==> src/hdl/pccr_pkg.sv <==
// Package with the clock-generator register map, fields and reset values
// Notes on behaviour
// - The clock registers are decoded in I/O space at 1C80h, 1C82h, 1C88h-1C92h, 1C98h, 8400h and 8C00h.
// - In the control/status register, bits 15:7 and bit 4 read as zero and ignore writes.
// - Bit 6 is a read-only oscillator-stable flag that reads 0 until the oscillator counter has counted 41,032 reference cycles.
// - The stable flag reads 1 when the counter is done, the counter is disabled, or test mode is active.
// - Bit 5 is a read-only lock flag that reads 0 while the PLL acquires lock and resets to 0.
// - The lock flag goes to 1 only once the PLL is locked at the programmed multiplier and prescaler.
// - Bit 3 is the PLL reset control, read/write, reset 1; 1 holds the PLL in reset and 0 releases it.
// - With oscillator power-down set and the clock-mode select bit 0, the oscillator powers down only when the clock generator is idle.
// - With the clock-mode select bit 1, the oscillator powers down as soon as the power-down bit is written 1; 0 keeps it running.
// - Bit 1 set places the PLL in power-down; cleared, which is its reset value, the PLL runs.
// - Bit 0, the PLL enable, drives the source multiplexer of the three system dividers and resets to 0.
// - With the PLL enable at 0 the PLL and first divider are bypassed and all system clocks come from the reference clock.
// - With the PLL enable at 1 the PLL output goes through the first divider and feeds all three system clocks.
package pccr_pkg;
  localparam int PCCR_AW = 16;
  localparam int PCCR_DW = 16;
  // I/O-space register offsets
  localparam logic [15:0] PCCR_PLL_CONTROL_STATUS = 16'h1C80;
  localparam logic [15:0] PCCR_CORE_CLOCK_SOURCE_SELECT = 16'h1C82;
  localparam logic [15:0] PCCR_PLL_MULTIPLIER = 16'h1C88;
  localparam logic [15:0] PCCR_PRESCALER_DIVIDER = 16'h1C8A;
  localparam logic [15:0] PCCR_FAST_GROUP_DIVIDER = 16'h1C8C;
  localparam logic [15:0] PCCR_SLOW_GROUP_DIVIDER = 16'h1C8E;
  localparam logic [15:0] PCCR_MEMORY_GROUP_DIVIDER = 16'h1C90;
  localparam logic [15:0] PCCR_OSCILLATOR_DIVIDER = 16'h1C92;
  localparam logic [15:0] PCCR_WAKEUP_ENABLE = 16'h1C98;
  localparam logic [15:0] PCCR_CLOCK_OUTPUT_SELECT = 16'h8400;
  localparam logic [15:0] PCCR_CLOCK_MODE_CONTROL = 16'h8C00;
  // Control/status and clock-mode control field positions
  localparam int PCCR_BIT_STABLE = 6;
  localparam int PCCR_BIT_LOCK = 5;
  localparam int PCCR_BIT_PLL_RESET = 3;
  localparam int PCCR_BIT_OSC_PWRDN = 2;
  localparam int PCCR_BIT_PLL_PWRDN = 1;
  localparam int PCCR_BIT_PLL_ENABLE = 0;
  localparam int PCCR_BIT_CLOCK_MODE_SELECT = 0;
  localparam logic [15:0] PCCR_CSR_WMASK = 16'h000F;
  // Reset values of the control bits and the generic registers
  localparam logic PCCR_RST_PLL_RESET = 1'b1;
  localparam logic PCCR_RST_OSC_PWRDN = 1'b0;
  localparam logic PCCR_RST_PLL_PWRDN = 1'b0;
  localparam logic PCCR_RST_PLL_ENABLE = 1'b0;
  localparam logic [15:0] PCCR_RST_GENERIC = 16'h0000;
  // Oscillator settle count in reference cycles
  localparam int PCCR_OSC_SETTLE_CYCLES = 41032;
  // Default lock acquisition time in device cycles
  localparam int PCCR_LOCK_CYCLES = 64;
  localparam int PCCR_CNT_W = 16;
endpackage : pccr_pkg

==> src/hdl/pccr_counter.sv <==
// Saturating done-counter used for oscillator settle and PLL lock timing
`timescale 1ns/1ns
module pccr_counter #(
  parameter int WIDTH = 16,
  parameter int TERMINAL = 100
) (
  input wire logic clock_i,
  input wire logic resetn_i,
  input wire logic clear_i,
  input wire logic count_en_i,
  output logic done_o
);
  initial begin
    if (TERMINAL < 1 || TERMINAL >= (1 << WIDTH)) begin
      $error("pccr_counter: TERMINAL does not fit WIDTH");
    end
  end

  logic [WIDTH-1:0] count_q;
  localparam logic [WIDTH-1:0] LAST = WIDTH'(TERMINAL - 1);

  // Count up and hold at the terminal; clear restarts the wait
  always_ff @(posedge clock_i) begin
    if (!resetn_i || clear_i) begin
      count_q <= '0;
      done_o <= 1'b0;
    end else if (count_en_i && !done_o) begin
      if (count_q == LAST) begin
        done_o <= 1'b1;
      end else begin
        count_q <= count_q + 1'b1;
      end
    end
  end
endmodule // pccr_counter

==> src/hdl/pccr_regs.sv <==
// PLL clock-generator control and status registers
`timescale 1ns/1ns
module pccr_regs
  import pccr_pkg::*;
#(
  parameter int OSC_SETTLE = PCCR_OSC_SETTLE_CYCLES,
  parameter int LOCK_TIME = PCCR_LOCK_CYCLES
) (
  input wire logic clock_i,
  input wire logic resetn_i,
  input wire logic [PCCR_AW-1:0] io_addr_i,
  input wire logic io_rd_i,
  input wire logic io_wr_i,
  input wire logic [PCCR_DW-1:0] io_wdata_i,
  output logic [PCCR_DW-1:0] io_rdata_o,
  output logic io_hit_o,
  input wire logic ref_tick_i,
  input wire logic osc_counter_disable_i,
  input wire logic test_mode_i,
  input wire logic clock_idle_status_i,
  output logic pll_reset_o,
  output logic pll_power_down_o,
  output logic oscillator_power_down_o,
  output logic pll_enable_o,
  output logic pll_lock_o,
  output logic [PCCR_DW-1:0] pll_multiplier_o,
  output logic [PCCR_DW-1:0] prescaler_divider_o,
  output logic [PCCR_DW-1:0] fast_group_divider_o,
  output logic [PCCR_DW-1:0] slow_group_divider_o,
  output logic [PCCR_DW-1:0] memory_group_divider_o,
  output logic [PCCR_DW-1:0] oscillator_divider_o,
  output logic [PCCR_DW-1:0] core_clock_source_select_o,
  output logic [PCCR_DW-1:0] wakeup_enable_o,
  output logic [PCCR_DW-1:0] clock_output_select_o,
  output logic [PCCR_DW-1:0] clock_mode_control_o
);
  initial begin
    if (OSC_SETTLE < 1 || OSC_SETTLE > 65535 || LOCK_TIME < 1 || LOCK_TIME > 65535) begin
      $error("pccr_regs: count parameters out of range");
    end
  end

  // Pin inputs pass a two-stage synchroniser
  logic [3:0] sync1_q;
  logic [3:0] sync2_q;
  always_ff @(posedge clock_i) begin
    if (!resetn_i) begin
      sync1_q <= 4'h0;
      sync2_q <= 4'h0;
    end else begin
      sync1_q <= {ref_tick_i, osc_counter_disable_i, test_mode_i, clock_idle_status_i};
      sync2_q <= sync1_q;
    end
  end
  logic ref_lvl, osc_dis, test_mode, clk_idle;
  assign {ref_lvl, osc_dis, test_mode, clk_idle} = sync2_q;

  // Reference edge detect, taken after the synchroniser
  logic ref_prev_q;
  always_ff @(posedge clock_i) begin
    if (!resetn_i) begin
      ref_prev_q <= 1'b0;
    end else begin
      ref_prev_q <= ref_lvl;
    end
  end
  logic ref_edge;
  assign ref_edge = ref_lvl && !ref_prev_q;

  // Register write strobes
  logic wr_csr, wr_mode;
  assign wr_csr = io_wr_i && (io_addr_i == PCCR_PLL_CONTROL_STATUS);
  assign wr_mode = io_wr_i && (io_addr_i == PCCR_CLOCK_MODE_CONTROL);

  // Control bits of the control/status register; reserved bits not stored
  always_ff @(posedge clock_i) begin
    if (!resetn_i) begin
      pll_reset_o <= PCCR_RST_PLL_RESET;
      pll_power_down_o <= PCCR_RST_PLL_PWRDN;
      pll_enable_o <= PCCR_RST_PLL_ENABLE;
    end else if (wr_csr) begin
      pll_reset_o <= io_wdata_i[PCCR_BIT_PLL_RESET];
      pll_power_down_o <= io_wdata_i[PCCR_BIT_PLL_PWRDN];
      pll_enable_o <= io_wdata_i[PCCR_BIT_PLL_ENABLE];
    end
  end

  // Oscillator power-down request bit
  logic osc_req_q;
  always_ff @(posedge clock_i) begin
    if (!resetn_i) begin
      osc_req_q <= PCCR_RST_OSC_PWRDN;
    end else if (wr_csr) begin
      osc_req_q <= io_wdata_i[PCCR_BIT_OSC_PWRDN];
    end
  end

  // Generic stored registers, one always_ff via generate over the map
  localparam int NGEN = 10;
  localparam logic [NGEN*16-1:0] GEN_ADDR = {
    PCCR_CORE_CLOCK_SOURCE_SELECT, PCCR_PLL_MULTIPLIER, PCCR_PRESCALER_DIVIDER,
    PCCR_FAST_GROUP_DIVIDER, PCCR_SLOW_GROUP_DIVIDER, PCCR_MEMORY_GROUP_DIVIDER,
    PCCR_OSCILLATOR_DIVIDER, PCCR_WAKEUP_ENABLE, PCCR_CLOCK_OUTPUT_SELECT,
    PCCR_CLOCK_MODE_CONTROL};
  logic [PCCR_DW-1:0] gen_q [NGEN];
  for (genvar g = 0; g < NGEN; g++) begin : g_reg
    always_ff @(posedge clock_i) begin
      if (!resetn_i) begin
        gen_q[g] <= PCCR_RST_GENERIC;
      end else if (io_wr_i && io_addr_i == GEN_ADDR[(NGEN-1-g)*16 +: 16]) begin
        gen_q[g] <= io_wdata_i;
      end
    end
  end
  assign core_clock_source_select_o = gen_q[0];
  assign pll_multiplier_o = gen_q[1];
  assign prescaler_divider_o = gen_q[2];
  assign fast_group_divider_o = gen_q[3];
  assign slow_group_divider_o = gen_q[4];
  assign memory_group_divider_o = gen_q[5];
  assign oscillator_divider_o = gen_q[6];
  assign wakeup_enable_o = gen_q[7];
  assign clock_output_select_o = gen_q[8];
  assign clock_mode_control_o = gen_q[9];
  logic mode_sel;
  assign mode_sel = gen_q[9][PCCR_BIT_CLOCK_MODE_SELECT];

  // Oscillator power-down: immediate in mode 1, waits for idle in mode 0
  always_ff @(posedge clock_i) begin
    if (!resetn_i) begin
      oscillator_power_down_o <= 1'b0;
    end else if (!osc_req_q) begin
      oscillator_power_down_o <= 1'b0;
    end else if (mode_sel) begin
      oscillator_power_down_o <= 1'b1;
    end else if (clk_idle) begin
      oscillator_power_down_o <= 1'b1;
    end else begin
      oscillator_power_down_o <= 1'b0;
    end
  end

  // Oscillator settle counter; restarts while the oscillator is down
  logic osc_done;
  pccr_counter #(
    .WIDTH(PCCR_CNT_W),
    .TERMINAL(OSC_SETTLE)
  ) u_osc_cnt (
    .clock_i(clock_i),
    .resetn_i(resetn_i),
    .clear_i(oscillator_power_down_o),
    .count_en_i(ref_edge),
    .done_o(osc_done)
  );
  logic stable;
  assign stable = osc_done || osc_dis || test_mode;

  // Lock timer; settings changes restart acquisition
  logic setting_chg;
  assign setting_chg = io_wr_i && (io_addr_i == PCCR_PLL_MULTIPLIER ||
                                   io_addr_i == PCCR_PRESCALER_DIVIDER);
  logic lock_done;
  pccr_counter #(
    .WIDTH(PCCR_CNT_W),
    .TERMINAL(LOCK_TIME)
  ) u_lock_cnt (
    .clock_i(clock_i),
    .resetn_i(resetn_i),
    .clear_i(pll_reset_o || pll_power_down_o || setting_chg),
    .count_en_i(1'b1),
    .done_o(lock_done)
  );
  // Lock flag registered; cleared one cycle after the PLL reset or power-down output goes high
  always_ff @(posedge clock_i) begin
    if (!resetn_i) begin
      pll_lock_o <= 1'b0;
    end else if (pll_reset_o || pll_power_down_o || setting_chg) begin
      pll_lock_o <= 1'b0;
    end else begin
      pll_lock_o <= lock_done;
    end
  end

  // Read mux, registered; unmapped reads return zero with no hit
  logic [PCCR_DW-1:0] csr_view;
  always_comb begin
    csr_view = 16'h0000;
    csr_view[PCCR_BIT_STABLE] = stable;
    csr_view[PCCR_BIT_LOCK] = pll_lock_o;
    csr_view[PCCR_BIT_PLL_RESET] = pll_reset_o;
    csr_view[PCCR_BIT_OSC_PWRDN] = osc_req_q;
    csr_view[PCCR_BIT_PLL_PWRDN] = pll_power_down_o;
    csr_view[PCCR_BIT_PLL_ENABLE] = pll_enable_o;
  end
  logic [PCCR_DW-1:0] rd_d;
  logic hit_d;
  always_comb begin
    rd_d = 16'h0000;
    hit_d = 1'b0;
    if (io_addr_i == PCCR_PLL_CONTROL_STATUS) begin
      rd_d = csr_view;
      hit_d = 1'b1;
    end else begin
      for (int i = 0; i < NGEN; i++) begin
        if (io_addr_i == GEN_ADDR[(NGEN-1-i)*16 +: 16]) begin
          rd_d = gen_q[i];
          hit_d = 1'b1;
        end
      end
    end
  end
  always_ff @(posedge clock_i) begin
    if (!resetn_i) begin
      io_rdata_o <= 16'h0000;
      io_hit_o <= 1'b0;
    end else begin
      io_rdata_o <= io_rd_i ? rd_d : 16'h0000;
      io_hit_o <= (io_rd_i || io_wr_i) && hit_d;
    end
  end
endmodule // pccr_regs

==> config.mk <==
export PLATFORM = sky130hd
export DESIGN_NAME = pccr_regs
export DESIGN_NICKNAME = d
export VERILOG_FILES = /design/src/hdl/pccr_pkg.sv /design/src/hdl/pccr_counter.sv /design/src/hdl/pccr_regs.sv
export SDC_FILE = /design/constraint.sdc
export NUM_CORES = 1
export LEC_CHECK = 0
export BUFFER_PORTS_ARGS = -buffer_cell sky130_fd_sc_hd__buf_2
export CORE_MARGIN = 5
export CORE_UTILIZATION = 55
export DETAILED_ROUTE_END_ITERATION = 10
export PLACE_DENSITY = 0.9
export SYNTH_ARGS = -nofsm -noshare
export SYNTH_HDL_FRONTEND = slang
export SYNTH_SLANG_ARGS = --single-unit
==> constraint.sdc <==
create_clock -name clock_i -period 4.6 [get_ports clock_i]
set_clock_uncertainty 0.1 [all_clocks]
set_input_delay 0.92 -clock clock_i [delete_from_list [all_inputs] [get_ports clock_i]]
set_output_delay 0.92 -clock clock_i [all_outputs]
set_load 0.05 [all_outputs]
==> flow_summary_export.csv <==
group,metric,value,unit
route,drc,0,
yosys,netlist_area,10300,sq um
pwr,leakage,4.74,nW
timing,finalMaxSlewViolations,0,
min_path,min_path_cells,1,
timing,fin_ws,0.856,ns
timing,hold_viol,0,
clock_tree,clk_path_buf_depth,3,
yosys,yosys_warnings,0,
yosys,synth.mux.area_fraction,1.01,%
yosys,synth_top_area_share,46.6,%
floorplan,ioPinCount,222,
yosys,ys_seq_area_share,59.4,%
critical_path,crit_start,"io_addr_i[13]",
timing,finalSetupTns,0,ns
clock_tree,cts_tree,"yes",
clock_tree,cts_resized,0,
critical_path,r2r_slack,2.55,ns
min_path,hp-class,"flip-flop to flip-flop",
grt,grt-ovfl-total,0,
critical_path,cp_cell_sequence,"buf_2, or4b_1, nor3_1, nand2_1, nor2_1, and2_1",
route,num_vias,8597,
critical_path,required,4.87,ns
timing,worstMarginPinSlew,0.976,ns
grt,grt_pass1_wl,49.7,mm
cells_and_area,drive_above_1_share,27.1,%
yosys,synth_largest_area_cell,"edfxtp_1",
placement,placed_area,11600,sq um
cells_and_area,final_common_cell,"buf_2",
critical_path,crit_fanout,16,
route,drt_pass1_iterations,6,
yosys,synth_cells,892,
clock_tree,path_clk_slew,0.06,ns
clock_tree,postCtsHoldBufs,0,
floorplan,core,18600,sq um
route,route.detailed.wl_per_inst,24.2,um
yosys,ys_types,73,
grt,grt_pass1_vias,8460,
placement,gp_congestion,0.976,
placement,port_buffers,221,
yosys,syn_area_per_cell,11.6,sq um
cells_and_area,final_core_util,66.8,%
outcome,outcome,"finished, final reports clean",
yosys,synthTopCellsByArea,"edfxtp_1 47%, dfxtp_1 13%, and2_1 11%",
critical_path,critical-path-max-stage-delay,0.88,ns
clock_tree,postCtsSetupBuffers,0,
route,postRouteAntennaNets,0,
grt,antenna_found_initial,0,
placement,pre_cts_ws,0.559,ns
yosys,synthSimpleGateAreaFrac,24.1,%
placement,post-dp-hpwl,23.5,mm
yosys,ys.flop_type,"edfxtp_1",
timing,fin_crit_sh,81.4,%
clock_tree,htree_levels,1,
pwr,ir_drop,301,uV
critical_path,ff2ff_path_depth,6,
pwr,power.density,386,nW/um^2
pwr,power,4.79,mW
critical_path,end_kind,"flip-flop",
critical_path,cpMaxStageDelayCell,"nor2_1",
timing,max_slew_margin,34.7,%
yosys,synthAdderAreaFrac,0.243,%
critical_path,r2r-start,"u_lock_cnt.count_q[11]$_SDFFE_PP0P_",
floorplan,die-area,21600,sq um
critical_path,crit_end,"gen_q[4][1]$_SDFFCE_PN0P_",
yosys,async_reset_ff_share,0,%
clock_tree,insertion_delay,0.51,ns
cells_and_area,layout.nets,1144,
route,drt_iter0_markers,1134,
floorplan,start_util,55.5,%
yosys,yosys_register_bits,226,
grt,grt_max_degree,29,
timing,setup-violations-final,0,
timing,fin_crit,3.74,ns
yosys,synth_top_family_by_area,"simple AND/OR/NAND/NOR gates",
cells_and_area,design_area,12400,sq um
route,avgViaCountPerCell,6.36,
critical_path,arrival,4.02,ns
floorplan,die_w,147,um
route,wl,32.8,mm
yosys,synth_xor_area_share,2.04,%
timing,fmax,267,MHz
timing,rsz0062_at_grt,"false",
floorplan,rows,50,
clock_tree,cts_made_buffers,23,
yosys,synth_compound_area_share,10.4,%
critical_path,r2r_end,"u_lock_cnt.count_q[3]$_SDFFE_PP0P_",
critical_path,crit_type,"input port to flip-flop",
cells_and_area,diodes,0,
clock_tree,clkSinkCount,226,
run,cap_viol_max_count,0,
yosys,synth_edf_count,160,
critical_path,start_kind,"input port",
grt,grtUsageTotal,29.4,%
floorplan,die_h,147,um
clock_tree,clockRootBuffer,"clkbuf_16",
cells_and_area,final_cell_mix,"221 x buf_2, 174 x and2_1, 160 x edfxtp_1, 66 x dfxtp_1, 57 x nor2_1",
yosys,synth_nets,934,
cells_and_area,area_growth,20.4,%
through the flow:
step | std cells | hold slack (ns)
final | 1352 | 0.337
after global routing | 1352 | 0.361
after CTS | 1352 | 0.340
after detailed placement | 1311 | 0.326
after global placement | 1311 | 0.317
after floorplan | 892 | 0.312
layer usage:
layer  vias to the layer above  share of wire [%]  global-route usage [%]
met4                         0                4.9                    12.3
met3                       132                 13                    6.14
met1                      4008                 36                    39.5
met2                       752                 46                    46.9
li1                       3705                  -                       -
met5                         -                  0                       0
how the worst min path moves through the flow:
stage                                startpoint                    end  slack (ns)
after floorplan           sync1_q[0]$_SDFF_PN0_  sync2_q[0]$_SDFF_PN0_        0.31
after global placement    sync1_q[0]$_SDFF_PN0_  sync2_q[0]$_SDFF_PN0_        0.32
after detailed placement  sync1_q[2]$_SDFF_PN0_  sync2_q[2]$_SDFF_PN0_        0.33
after CTS                 sync1_q[2]$_SDFF_PN0_  sync2_q[2]$_SDFF_PN0_        0.34
after global routing      sync1_q[2]$_SDFF_PN0_  sync2_q[2]$_SDFF_PN0_        0.36
final                     sync1_q[3]$_SDFF_PN0_  sync2_q[3]$_SDFF_PN0_        0.34
worst max-delay path, delay by kind of cell:
| kind | cells | cell delay, ns |
|---|---|---|
| buffers and inverters | 1 | 0.10 |
| and+or+nand+nor | 5 | 2.97 |
cells by family (layout without fill, tap and decap cells):
group	after synthesis	after routing
adders and majority gates	2	2
AOI/OAI and AO/OA	151	151
and+or+nand+nor	415	415
DFF	226	226
buffers and inverters	64	290
muxes	10	10
xor gates and xnor gates	24	24
synth_stat cells (all sizes together) (4+ instances only):
cell    number
nor4b        6
a21oi       31
nand2b       7
o221ai      18
nand3       24
buf         21
a21o         9
clkbuf      33
a221oi      12
xnor2        8
or3         10
or4b         7
a21boi       4
o21ai       33
inv         10
and2       174
nand2       55
a22oi        4
nor3        16
nand4       11
xor2        16
dfxtp       66
a221o       10
and3        11
or3b         4
nor2        58
mux2i        7
edfxtp     160
nor4        17
layout make-up:
cell class,count,area [sq um]
Clock inverter,7,96.3
Multi-Input combinational cell,602,3900
Timing Repair Buffer,239,1240
Fill cell,1262,6170
Sequential cell,226,6130
Inverter,10,37.5
Clock buffer,34,719
Tap cell,234,293
power breakdown:
| part | leakage, nW | switching (mW) | total (mW) | internal (mW) |
|---|---|---|---|---|
| logic | 2.29 | 0.413 | 0.501 | 0.0884 |
| clock network | 0.404 | 0.769 | 1.97 | 1.20 |
| registers | 2.05 | 0.0657 | 2.32 | 2.25 |
| total | 4.74 | 1.25 | 4.79 | 3.54 |
sequential cells by signal (all words and copies together), names as in the netlist:
| register | flops |
|---|---|
| gen_q | 160 |
| io_rdata_o | 16 |
| u_lock_cnt.count_q | 16 |
| u_osc_cnt.count_q | 16 |
| sync1_q | 4 |
| sync2_q | 4 |
| io_hit_o | 1 |
| osc_req_q | 1 |
| oscillator_power_down_o | 1 |
| pll_enable_o | 1 |
| pll_lock_o | 1 |
| pll_power_down_o | 1 |
| pll_reset_o | 1 |
| ref_prev_q | 1 |
| u_lock_cnt.done_o | 1 |
| u_osc_cnt.done_o | 1 |
(Power assumes the default switching activity.)
